## src/design/otp_regs.svh

```systemverilog
`ifndef OTP_REGS_SVH
`define OTP_REGS_SVH

// ----------------------------------------------------------------------------
// clock and timing
// ----------------------------------------------------------------------------
`define OTP_CLK_MHZ       25
`define OTP_PROG_MIN_US   2500
`define OTP_ANS_US        120
`define OTP_ANS_CYC       (`OTP_ANS_US * `OTP_CLK_MHZ)

// ----------------------------------------------------------------------------
// memory geometry
// ----------------------------------------------------------------------------
`define OTP_MEM_BYTES     128
`define OTP_PAGE_BYTES    32
`define OTP_SEG_BYTES     8
`define OTP_ERASED        8'hff

// ----------------------------------------------------------------------------
// command codes
// ----------------------------------------------------------------------------
`define OTP_CMD_BYPASS    8'hcc
`define OTP_CMD_RD_PAGE   8'hc3
`define OTP_CMD_RD_FIELD  8'hf0
`define OTP_CMD_WRITE     8'h0f
`define OTP_CMD_PROG      8'h5a

// ----------------------------------------------------------------------------
// crc generator
// ----------------------------------------------------------------------------
`define OTP_CRC_POLY      8'h8c
`define OTP_CRC_INIT      8'h00

`endif

```

## src/design/otp_pkg.sv

```systemverilog
package otp_pkg;

   // -------------------------------------------------------------------------
   // sequence states, gray coded in the order listed
   // -------------------------------------------------------------------------
   typedef enum logic [3:0] {
      OTP_IDLE      = 4'h0,
      OTP_ROMCMD    = 4'h1,
      OTP_MEMCMD    = 4'h3,
      OTP_ADDR_LO   = 4'h2,
      OTP_ADDR_HI   = 4'h6,
      OTP_CRC_TX    = 4'h7,
      OTP_RD_DATA   = 4'h5,
      OTP_RD_CRC    = 4'h4,
      OTP_WR_DATA   = 4'hc,
      OTP_WR_CRC    = 4'hd,
      OTP_PROG_CMD  = 4'hf,
      OTP_PROG_WAIT = 4'he,
      OTP_VERIFY    = 4'ha,
      OTP_ONES      = 4'hb
   } otp_state_e;

   // -------------------------------------------------------------------------
   // memory command selected after the bypass command
   // -------------------------------------------------------------------------
   typedef enum logic [1:0] {
      OTP_MODE_PAGE  = 2'h0,
      OTP_MODE_FIELD = 2'h1,
      OTP_MODE_WRITE = 2'h2
   } otp_mode_e;

endpackage

```

## src/design/otp_cmd_engine.sv

```systemverilog
`timescale 1ns/100ps
`include "otp_regs.svh"

// Overview of operation
// - memory commands only after reset and bypass
// - all crcs use x8+x5+x4+1
// - page read command, address low then high
// - send crc over command and address
// - page read: data to page end, crc
// - then next page, fresh crc, until last
// - field read: data to memory end, no page crc
// - field end: crc over all bytes sent
// - after field crc, ones until reset
// - reset ends read; aborted read no crc
// - bytes travel lsb first both ways
// - write command, address, then address crc
// - eight data bytes to buffer, then crc
// - program pulse ands buffer into segment
// - reset ignored during program pulse
// - after programming return first byte of segment
// - device never judges crcs, just continues
// - unprogrammed memory reads all ones
// - protected page never programmed, still readable
module otp_cmd_engine
   import otp_pkg::*;
#(
   parameter int unsigned PROG_CYC   = `OTP_PROG_MIN_US * `OTP_CLK_MHZ,
   parameter int unsigned MEM_BYTES  = `OTP_MEM_BYTES,
   parameter int unsigned PAGE_BYTES = `OTP_PAGE_BYTES,
   parameter int unsigned SEG_BYTES  = `OTP_SEG_BYTES
) (
   // clock and reset
   input  wire logic                         ref_clk,
   input  wire logic                         rst_n,
   // slot front end
   input  wire logic                         link_reset,
   input  wire logic                         bit_strobe,
   input  wire logic                         bit_in,
   input  wire logic                         prog_pulse,
   // page write protection
   input  wire logic [MEM_BYTES/PAGE_BYTES-1:0] page_wp,
   // answers to the host
   output logic                              data_out,
   output logic                              device_answer_pulse
);

   // -------------------------------------------------------------------------
   // derived sizes
   // -------------------------------------------------------------------------
   localparam int unsigned AW    = $clog2(MEM_BYTES);
   localparam int unsigned PW    = $clog2(PAGE_BYTES);
   localparam int unsigned SW    = $clog2(SEG_BYTES);
   localparam int unsigned PCW   = $clog2(PROG_CYC + 1);
   localparam int unsigned ANS_C = `OTP_ANS_CYC;
   localparam int unsigned ACW   = $clog2(ANS_C + 1);

   // -------------------------------------------------------------------------
   // state and storage
   // -------------------------------------------------------------------------
   otp_state_e         state_r;
   otp_mode_e          mode_r;
   logic [AW-1:0]      addr_r;
   logic [2:0]         bit_cnt_r;
   logic [7:0]         rx_sh_r;
   logic [7:0]         tx_sh_r;
   logic [SW-1:0]      ptr_r;
   logic [PCW-1:0]     prog_cnt_r;
   logic               prog_done_r;
   logic [ACW-1:0]     ans_cnt_r;
   logic               ans_r;
   logic [7:0]         mem [MEM_BYTES];
   logic [7:0]         wbuf [SEG_BYTES];
   logic [7:0]         prog_byte [SEG_BYTES];

   // -------------------------------------------------------------------------
   // decode of the current slot
   // -------------------------------------------------------------------------
   logic               rst_take;
   logic               byte_done;
   logic [7:0]         rx_byte;
   logic [AW-1:0]      addr_inc;
   logic [AW-1:0]      seg_base;
   logic               page_end;
   logic               field_end;
   logic               is_rx;
   logic               is_data_tx;
   logic               prog_commit;
   logic               crc_clr;
   logic               crc_en;
   logic               crc_bit;
   logic [7:0]         crc_r;
   logic [7:0]         crc_nxt;

   // reset pulse is refused only while the program pulse is on
   assign rst_take    = link_reset && !(state_r == OTP_PROG_WAIT && prog_pulse);
   assign byte_done   = bit_strobe && (bit_cnt_r == 3'h7);
   assign rx_byte     = {bit_in, rx_sh_r[7:1]};
   assign addr_inc    = addr_r + 1'b1;
   assign seg_base    = {addr_r[AW-1:SW], {SW{1'b0}}};
   assign page_end    = (addr_r[PW-1:0] == {PW{1'b1}});
   assign field_end   = (addr_r == AW'(MEM_BYTES - 1));
   assign is_rx       = (state_r == OTP_ROMCMD) || (state_r == OTP_MEMCMD) ||
                        (state_r == OTP_ADDR_LO) || (state_r == OTP_ADDR_HI) ||
                        (state_r == OTP_WR_DATA) || (state_r == OTP_PROG_CMD);
   assign is_data_tx  = (state_r == OTP_RD_DATA);
   assign prog_commit = (state_r == OTP_PROG_WAIT) && prog_pulse && !prog_done_r &&
                        (prog_cnt_r == PCW'(PROG_CYC - 1));

   // crc feed: received command, address and write data, sent read data
   always_comb begin
      crc_en  = 1'b0;
      crc_bit = 1'b0;
      crc_clr = rst_take;
      case (state_r)
         OTP_MEMCMD, OTP_ADDR_LO, OTP_ADDR_HI, OTP_WR_DATA: begin
            crc_en  = bit_strobe;
            crc_bit = bit_in;
         end
         OTP_RD_DATA: begin
            crc_en  = bit_strobe;
            crc_bit = tx_sh_r[0];
         end
         default: begin
            crc_en  = 1'b0;
         end
      endcase
      if (byte_done) begin
         case (state_r)
            OTP_ROMCMD: crc_clr = 1'b1;
            OTP_CRC_TX: crc_clr = 1'b1;
            OTP_RD_CRC: crc_clr = 1'b1;
            default:    crc_clr = crc_clr;
         endcase
      end
   end

   // -------------------------------------------------------------------------
   // crc generator
   // -------------------------------------------------------------------------
   otp_crc8 u_crc (
      .clk     (ref_clk),
      .rst_n   (rst_n),
      .clr     (crc_clr),
      .en      (crc_en),
      .bit_in  (crc_bit),
      .crc_r   (crc_r),
      .crc_nxt (crc_nxt)
   );

   // -------------------------------------------------------------------------
   // receive shifter and bit counter
   // -------------------------------------------------------------------------
   // bits enter at the top so the first one ends in bit 0
   always_ff @(posedge ref_clk) begin
      if (!rst_n || rst_take) begin
         bit_cnt_r <= 3'h0;
         rx_sh_r   <= 8'h00;
      end else if (bit_strobe) begin
         bit_cnt_r <= bit_cnt_r + 3'h1;
         rx_sh_r   <= rx_byte;
      end
   end

   // -------------------------------------------------------------------------
   // sequence state machine
   // -------------------------------------------------------------------------
   always_ff @(posedge ref_clk) begin
      if (!rst_n) begin
         state_r <= OTP_IDLE;
         mode_r  <= OTP_MODE_PAGE;
         addr_r  <= '0;
         tx_sh_r <= `OTP_ERASED;
      end else if (rst_take) begin
         state_r <= OTP_ROMCMD;
         mode_r  <= OTP_MODE_PAGE;
         tx_sh_r <= `OTP_ERASED;
      end else if (prog_commit) begin
         state_r <= OTP_PROG_WAIT;
      end else if (state_r == OTP_PROG_WAIT && prog_done_r && !prog_pulse) begin
         state_r <= OTP_VERIFY;
         tx_sh_r <= mem[addr_r];
      end else if (bit_strobe) begin
         // outgoing bit leaves at bit 0, ones refill the top
         if (!is_rx) begin
            tx_sh_r <= {1'b1, tx_sh_r[7:1]};
         end
         if (byte_done) begin
            case (state_r)
               OTP_ROMCMD: begin
                  state_r <= (rx_byte == `OTP_CMD_BYPASS) ? OTP_MEMCMD : OTP_IDLE;
               end
               OTP_MEMCMD: begin
                  state_r <= OTP_ADDR_LO;
                  case (rx_byte)
                     `OTP_CMD_RD_PAGE:  mode_r <= OTP_MODE_PAGE;
                     `OTP_CMD_RD_FIELD: mode_r <= OTP_MODE_FIELD;
                     `OTP_CMD_WRITE:    mode_r <= OTP_MODE_WRITE;
                     default:           state_r <= OTP_IDLE;
                  endcase
               end
               OTP_ADDR_LO: begin
                  addr_r  <= rx_byte[AW-1:0];
                  state_r <= OTP_ADDR_HI;
               end
               OTP_ADDR_HI: begin
                  // high address byte only feeds the crc
                  if (mode_r == OTP_MODE_WRITE) begin
                     addr_r <= seg_base;
                  end
                  tx_sh_r <= crc_nxt;
                  state_r <= OTP_CRC_TX;
               end
               OTP_CRC_TX: begin
                  // no crc check here, the host decides
                  if (mode_r == OTP_MODE_WRITE) begin
                     state_r <= OTP_WR_DATA;
                  end else begin
                     tx_sh_r <= mem[addr_r];
                     state_r <= OTP_RD_DATA;
                  end
               end
               OTP_RD_DATA: begin
                  if ((mode_r == OTP_MODE_PAGE && page_end) || field_end) begin
                     tx_sh_r <= crc_nxt;
                     state_r <= OTP_RD_CRC;
                  end else begin
                     addr_r  <= addr_inc;
                     tx_sh_r <= mem[addr_inc];
                  end
               end
               OTP_RD_CRC: begin
                  if (mode_r == OTP_MODE_PAGE && !field_end) begin
                     addr_r  <= addr_inc;
                     tx_sh_r <= mem[addr_inc];
                     state_r <= OTP_RD_DATA;
                  end else begin
                     state_r <= OTP_ONES;
                  end
               end
               OTP_WR_DATA: begin
                  if (ptr_r == SW'(SEG_BYTES - 1)) begin
                     tx_sh_r <= crc_nxt;
                     state_r <= OTP_WR_CRC;
                  end
               end
               OTP_WR_CRC: begin
                  state_r <= OTP_PROG_CMD;
               end
               OTP_PROG_CMD: begin
                  state_r <= (rx_byte == `OTP_CMD_PROG) ? OTP_PROG_WAIT : OTP_IDLE;
               end
               OTP_VERIFY: begin
                  state_r <= OTP_ONES;
               end
               default: begin
                  state_r <= state_r;
               end
            endcase
         end
      end
   end

   // -------------------------------------------------------------------------
   // ram buffer fill
   // -------------------------------------------------------------------------
   always_ff @(posedge ref_clk) begin
      if (!rst_n || rst_take) begin
         ptr_r <= '0;
      end else if (byte_done && state_r == OTP_WR_DATA) begin
         wbuf[ptr_r] <= rx_byte;
         ptr_r       <= ptr_r + 1'b1;
      end
   end

   // -------------------------------------------------------------------------
   // program pulse timing
   // -------------------------------------------------------------------------
   // the segment is written once the pulse has lasted its minimum time
   always_ff @(posedge ref_clk) begin
      if (!rst_n || state_r != OTP_PROG_WAIT) begin
         prog_cnt_r  <= '0;
         prog_done_r <= 1'b0;
      end else if (prog_commit) begin
         prog_done_r <= 1'b1;
      end else if (prog_pulse && !prog_done_r) begin
         prog_cnt_r  <= prog_cnt_r + 1'b1;
      end else if (!prog_pulse && !prog_done_r) begin
         prog_cnt_r  <= '0;
      end
   end

   // -------------------------------------------------------------------------
   // programmed values, one per segment byte
   // -------------------------------------------------------------------------
   for (genvar g = 0; g < SEG_BYTES; g++) begin : g_prog
      assign prog_byte[g] = mem[seg_base + AW'(g)] & wbuf[g];
   end

   // -------------------------------------------------------------------------
   // otp array
   // -------------------------------------------------------------------------
   // fresh array reads as ones, a protected page keeps its contents
   always_ff @(posedge ref_clk) begin
      if (!rst_n) begin
         for (int i = 0; i < MEM_BYTES; i++) begin
            mem[i] <= `OTP_ERASED;
         end
      end else if (prog_commit && !page_wp[seg_base[AW-1:PW]]) begin
         for (int i = 0; i < SEG_BYTES; i++) begin
            mem[seg_base + AW'(i)] <= prog_byte[i];
         end
      end
   end

   // -------------------------------------------------------------------------
   // answer pulse after a reset pulse
   // -------------------------------------------------------------------------
   always_ff @(posedge ref_clk) begin
      if (!rst_n) begin
         ans_cnt_r <= '0;
         ans_r     <= 1'b0;
      end else if (rst_take) begin
         ans_cnt_r <= ACW'(ANS_C);
         ans_r     <= 1'b0;
      end else if (ans_cnt_r != '0) begin
         ans_cnt_r <= ans_cnt_r - 1'b1;
         ans_r     <= !link_reset;
      end else begin
         ans_r     <= 1'b0;
      end
   end

   // -------------------------------------------------------------------------
   // outputs
   // -------------------------------------------------------------------------
   assign data_out            = tx_sh_r[0];   // one means release the line
   assign device_answer_pulse = ans_r;

endmodule // otp_cmd_engine

```

## src/design/otp_crc8.sv

```systemverilog
`timescale 1ns/100ps
`include "otp_regs.svh"

module otp_crc8 (
   // clock and reset
   input  wire logic       clk,
   input  wire logic       rst_n,
   // control
   input  wire logic       clr,
   input  wire logic       en,
   input  wire logic       bit_in,
   // result
   output logic [7:0]      crc_r,
   output logic [7:0]      crc_nxt
);

   // -------------------------------------------------------------------------
   // serial shift, x^8 + x^5 + x^4 + 1, lsb first
   // -------------------------------------------------------------------------
   logic       fb;
   logic [7:0] shifted;

   // feedback and next value
   always_comb begin
      fb      = crc_r[0] ^ bit_in;
      shifted = {1'b0, crc_r[7:1]} ^ (fb ? `OTP_CRC_POLY : 8'h00);
      crc_nxt = en ? shifted : crc_r;
   end

   // generator register, clear has priority
   always_ff @(posedge clk) begin
      if (!rst_n || clr) begin
         crc_r <= `OTP_CRC_INIT;
      end else begin
         crc_r <= crc_nxt;
      end
   end

endmodule // otp_crc8

```

## config.mk

```make
export PLATFORM = sky130hd
export DESIGN_NAME = otp_cmd_engine
export DESIGN_NICKNAME = d
export VERILOG_FILES = /design/src/design/otp_pkg.sv /design/src/design/otp_cmd_engine.sv /design/src/design/otp_crc8.sv
export VERILOG_INCLUDE_DIRS = /design/src /design/src/design
export SDC_FILE = /design/constraint.sdc
export NUM_CORES = 2
export LEC_CHECK = 0
export BUFFER_PORTS_ARGS = -buffer_cell sky130_fd_sc_hd__buf_2
export CAP_MARGIN = 20
export CELL_PAD_IN_SITES_DETAIL_PLACEMENT = 1
export CELL_PAD_IN_SITES_GLOBAL_PLACEMENT = 1
export CORE_ASPECT_RATIO = 1.2
export CORE_MARGIN = 1.5
export CORE_UTILIZATION = 50
export DETAILED_ROUTE_END_ITERATION = 7
export PLACE_DENSITY_LB_ADDON = 0.08
export SETUP_SLACK_MARGIN = 0.1
export SLEW_MARGIN = 40
export SYNTH_ARGS = -nofsm -noshare
export SYNTH_HDL_FRONTEND = slang
export SYNTH_HIERARCHICAL = 1
export SYNTH_SLANG_ARGS = --single-unit
```

## constraint.sdc

```tcl
create_clock -name ref_clk -period 21.1 [get_ports ref_clk]
set_clock_uncertainty 0.05 [all_clocks]
set_input_delay 1.055 -clock ref_clk [delete_from_list [all_inputs] [get_ports ref_clk]]
set_output_delay 1.055 -clock ref_clk [all_outputs]
set_load 0.01 [all_outputs]
```

==> impl_metrics.py <==
metrics = {
    "floorplan": {
        "die_y_um": 400,
        "die_area_um2": 133000,
        "core-area_um2": 130000,
        "row_count": 145,
        "start_util": 0.504,
        "dieWidth_um": 334,
        "io_pins": 12,
    },
    "worst_setup_path": {
        "critical_path.startpoint": "addr_r[4]",
        "worst-r2r-setup-slack_ps": 15490,
        "r2r_start": "addr_r[4]",
        "reg2regPathDepth": 11,
        "start_kind": "flip-flop",
        "critical_path.most_common_cell": "buf_4",
        "arrival_ps": 6210,
        "r2r_end": "tx_sh_r[7]",
        "crit_fanout": 46,
        "path_cells": "nand3_1, buf_4, o21ai_1, nand2_1, and3_1, buf_4, a22o_1, nor4_1, and4b_1, o32ai_1, o21a_1",
        "max_stage_delay_ps": 900,
        "cp-end-kind": "flip-flop",
        "worst_ep_required_time_ps": 21700,
        "path_class": "reg2reg",
        "cp_slowest_cell": "dfxtp_4",
        "endpoint": "tx_sh_r[7]",
    },
    "detailed_routing": {
        "drt_pre_antenna_iters": 6,
        "wl_mm": 247,
        "ant_nets": 0,
        "vias": 45400,
        "drc": 0,
        "via_per_inst": 7.41,
        "wire_per_inst_um": 40.2,
        "initialDrtViolationCount": 6578,
    },
    "cells_and_area": {
        "drive_above_1_share": 0.301,
        "layout.nets": 4347,
        "area_growth_pct": 10.1,
        "num-fill-cells": 12100,
        "utilization": 0.555,
        "stdcell_count": 6132,
    },
    "synth": {
        "synth_cell_types": 80,
        "ys_top_cells_by_count": "1,238 x nand2_1, 1,088 x edfxtp_1, 870 x mux4_2, 245 x clkbuf_1, 118 x nor2_1",
        "synth_edf_count": 1088,
        "avgSynthCellArea_um2": 14.7,
        "yosys_warnings": 6,
        "yosysMostFrequentCell": "nand2_1",
        "post-synth-top-area-cell": "edfxtp_1",
        "syn_nets": 4473,
        "synthCells": 4455,
        "ys_ff_latch": 1164,
        "synth_top_area_share": 0.498,
        "ys_top_cells_by_area": "edfxtp_1 50%, mux4_2 30%, nand2_1 7.1%, dfxtp_1 2.3%, clkbuf_1 1.4%",
        "synth-main-ff-cell": "edfxtp_1",
        "yosysSeqAreaShare": 0.521,
        "async_flop_share": 0,
        "synth_area_um2": 65600,
    },
    "placement": {
        "hpwl_mm": 161,
        "gp_congestion": 0.910,
        "dp_cells": 5879,
        "pre_cts_ws_ps": 15390,
        "io_buffers": 11,
    },
    "global_route": {
        "grt.total_usage": 0.375,
        "antenna_found_initial": 20,
        "grt_pass1_wl_mm": 351,
        "grt_overflow": 0,
        "grt_pass1_vias": 45800,
        "grt_max_degree": 128,
    },
    "outcome": {
        "status": "finished, final reports clean",
    },
    "timing": {
        "tightest_slew_ps": 951,
        "tns_ps": 0,
        "min_period_over_period": 0.266,
        "slew_headroom": 0.364,
        "setup_viol": 0,
        "max_freq_ghz": 0.178,
        "slew_viol_final": 0,
        "rsz0062_at_grt": "false",
        "finalHoldViolCount": 0,
        "finalWorstSetupSlack_ps": 15490,
        "min_period_ps": 5610,
    },
    "clocking": {
        "cts_tree": "built",
        "clkSlewWorstSetupHoldPaths_ps": 60,
        "htreeDepth": 4,
        "cts_hold_buf": 0,
        "ctsLongestPathBuffers": 3,
        "post_cts_buffers": 0,
        "clock_sinks": 1164,
        "cts_root_buf": "clkbuf_16",
        "insertion_delay_ps": 790,
        "cts_buffers": 133,
        "cts_resized": 0,
    },
    "power": {
        "p_leak_uw": 0.0214,
        "ir_drop_v": 0.0000918,
        "power_density_nw_per_um2": 74.6,
        "power.total_uw": 5390,
    },
    "hold_path": {
        "hp-class": "reg2reg",
        "min_from": "bit_cnt_r[1]",
    },
    "job": {
        "maxCapViolCount": 0,
    },
}
-- cell usage in the layout, fill, tap and decap left out, types with 17 or more instances in the layout --
master	Yosys	layout
a31oi_1	17	17
mux2i_1	54	54
nor2_4	0	23
nand2b_1	24	24
clkinv_1	1	21
a22oi_1	28	28
mux4_2	870	870
edfxtp_1	1088	1088
nor2_1	118	90
clkbuf_16	0	141
clkinv_2	0	22
buf_4	64	98
clkbuf_1	245	23
a21oi_1	46	45
nand4_1	21	21
buf_6	10	17
a211oi_1	35	35
dfxtp_1	76	64
nand3_1	72	71
nand2_1	1238	1225
o22ai_1	64	64
nor2b_1	32	29
o21ai_0	49	32
-- final cells by class --
cell class              instances  area [um^2]  area share
repair buffers                160         1630      0.0226
inverters                       9         36.3    0.000502
diodes                         14         35.0    0.000485
flip-flops and latches       1164        34200       0.473
multi-input cells            2861        29900       0.413
clock buffers                 169         3680      0.0510
well taps                    1690         2110      0.0293
clock inverters                65          699     0.00968
-- stage by stage --
stage / hold slack (ps) / instance area, um^2
after CTS: 455 / 72100
after floorplan: 412 / 65600
after global routing: 479 / 72300
after detailed placement: 443 / 67700
final: 449 / 72300
after global placement: 427 / 67200
-- flip-flops by register name (all words and copies together), names as in the netlist, 7 cells and up, named ones only --
signal       cells
rx_sh_r          7
wbuf            64
prog_cnt_r      16
u_crc/crc_r      8
addr_r           7
mem           1024
tx_sh_r          8
ans_cnt_r       12
-- layer usage --
layer / track usage / vias up / part of all wire
met2: 0.597 / 3136 / 0.48
met4: 0.196 / 14 / 0.057
met5: 0 / - / 0.00037
met3: 0.0879 / 713 / 0.11
met1: 0.483 / 24100 / 0.35
li1: - / 17400 / -
-- worst max-delay path, delay by kind of cell (launching register included) --
kind,cells,cell delay (ps)
flip-flops,1,900
AO/OA/AOI/OAI,4,720
AND/OR/NAND/NOR,5,2910
buffers and inverters,2,870
-- logic make-up (layout without fill, tap and decap cells) --
| logic type | count (synthesis) | after routing | share of synthesized area |
|---|---|---|---|
| AO/OA/AOI/OAI | 297 | 297 | 0.0297 |
| multiplexers | 947 | 947 | 0.314 |
| adder cells (fa/ha/maj) | 8 | 8 | 0.00153 |
| buffers and inverters | 430 | 403 | 0.0317 |
| XOR/XNOR | 23 | 23 | 0.00318 |
| AND/OR/NAND/NOR | 1586 | 1586 | 0.0992 |
| flip-flops | 1164 | 1164 | 0.521 |
| other | 0 | 14 | 0 |
-- how the worst min path moves through the flow --
stage                     cells past startpoint                  end
after global routing                          2  device_answer_pulse
after CTS                                     2         ans_cnt_r[3]
after detailed placement                      2         bit_cnt_r[1]
final                                         2         bit_cnt_r[1]
after floorplan                               2        prog_cnt_r[9]
after global placement                        2       prog_cnt_r[11]
-- report_power, final --
part / leakage [uW] / total, uW / switching, uW / internal (uW)
logic: 0.00767 / 283 / 150 / 132
registers: 0.0116 / 2720 / 95.1 / 2620
clock network: 0.00214 / 2390 / 980 / 1410
total: 0.0214 / 5390 / 1230 / 4170
Note: power is estimated with default switching activity, not from simulation.
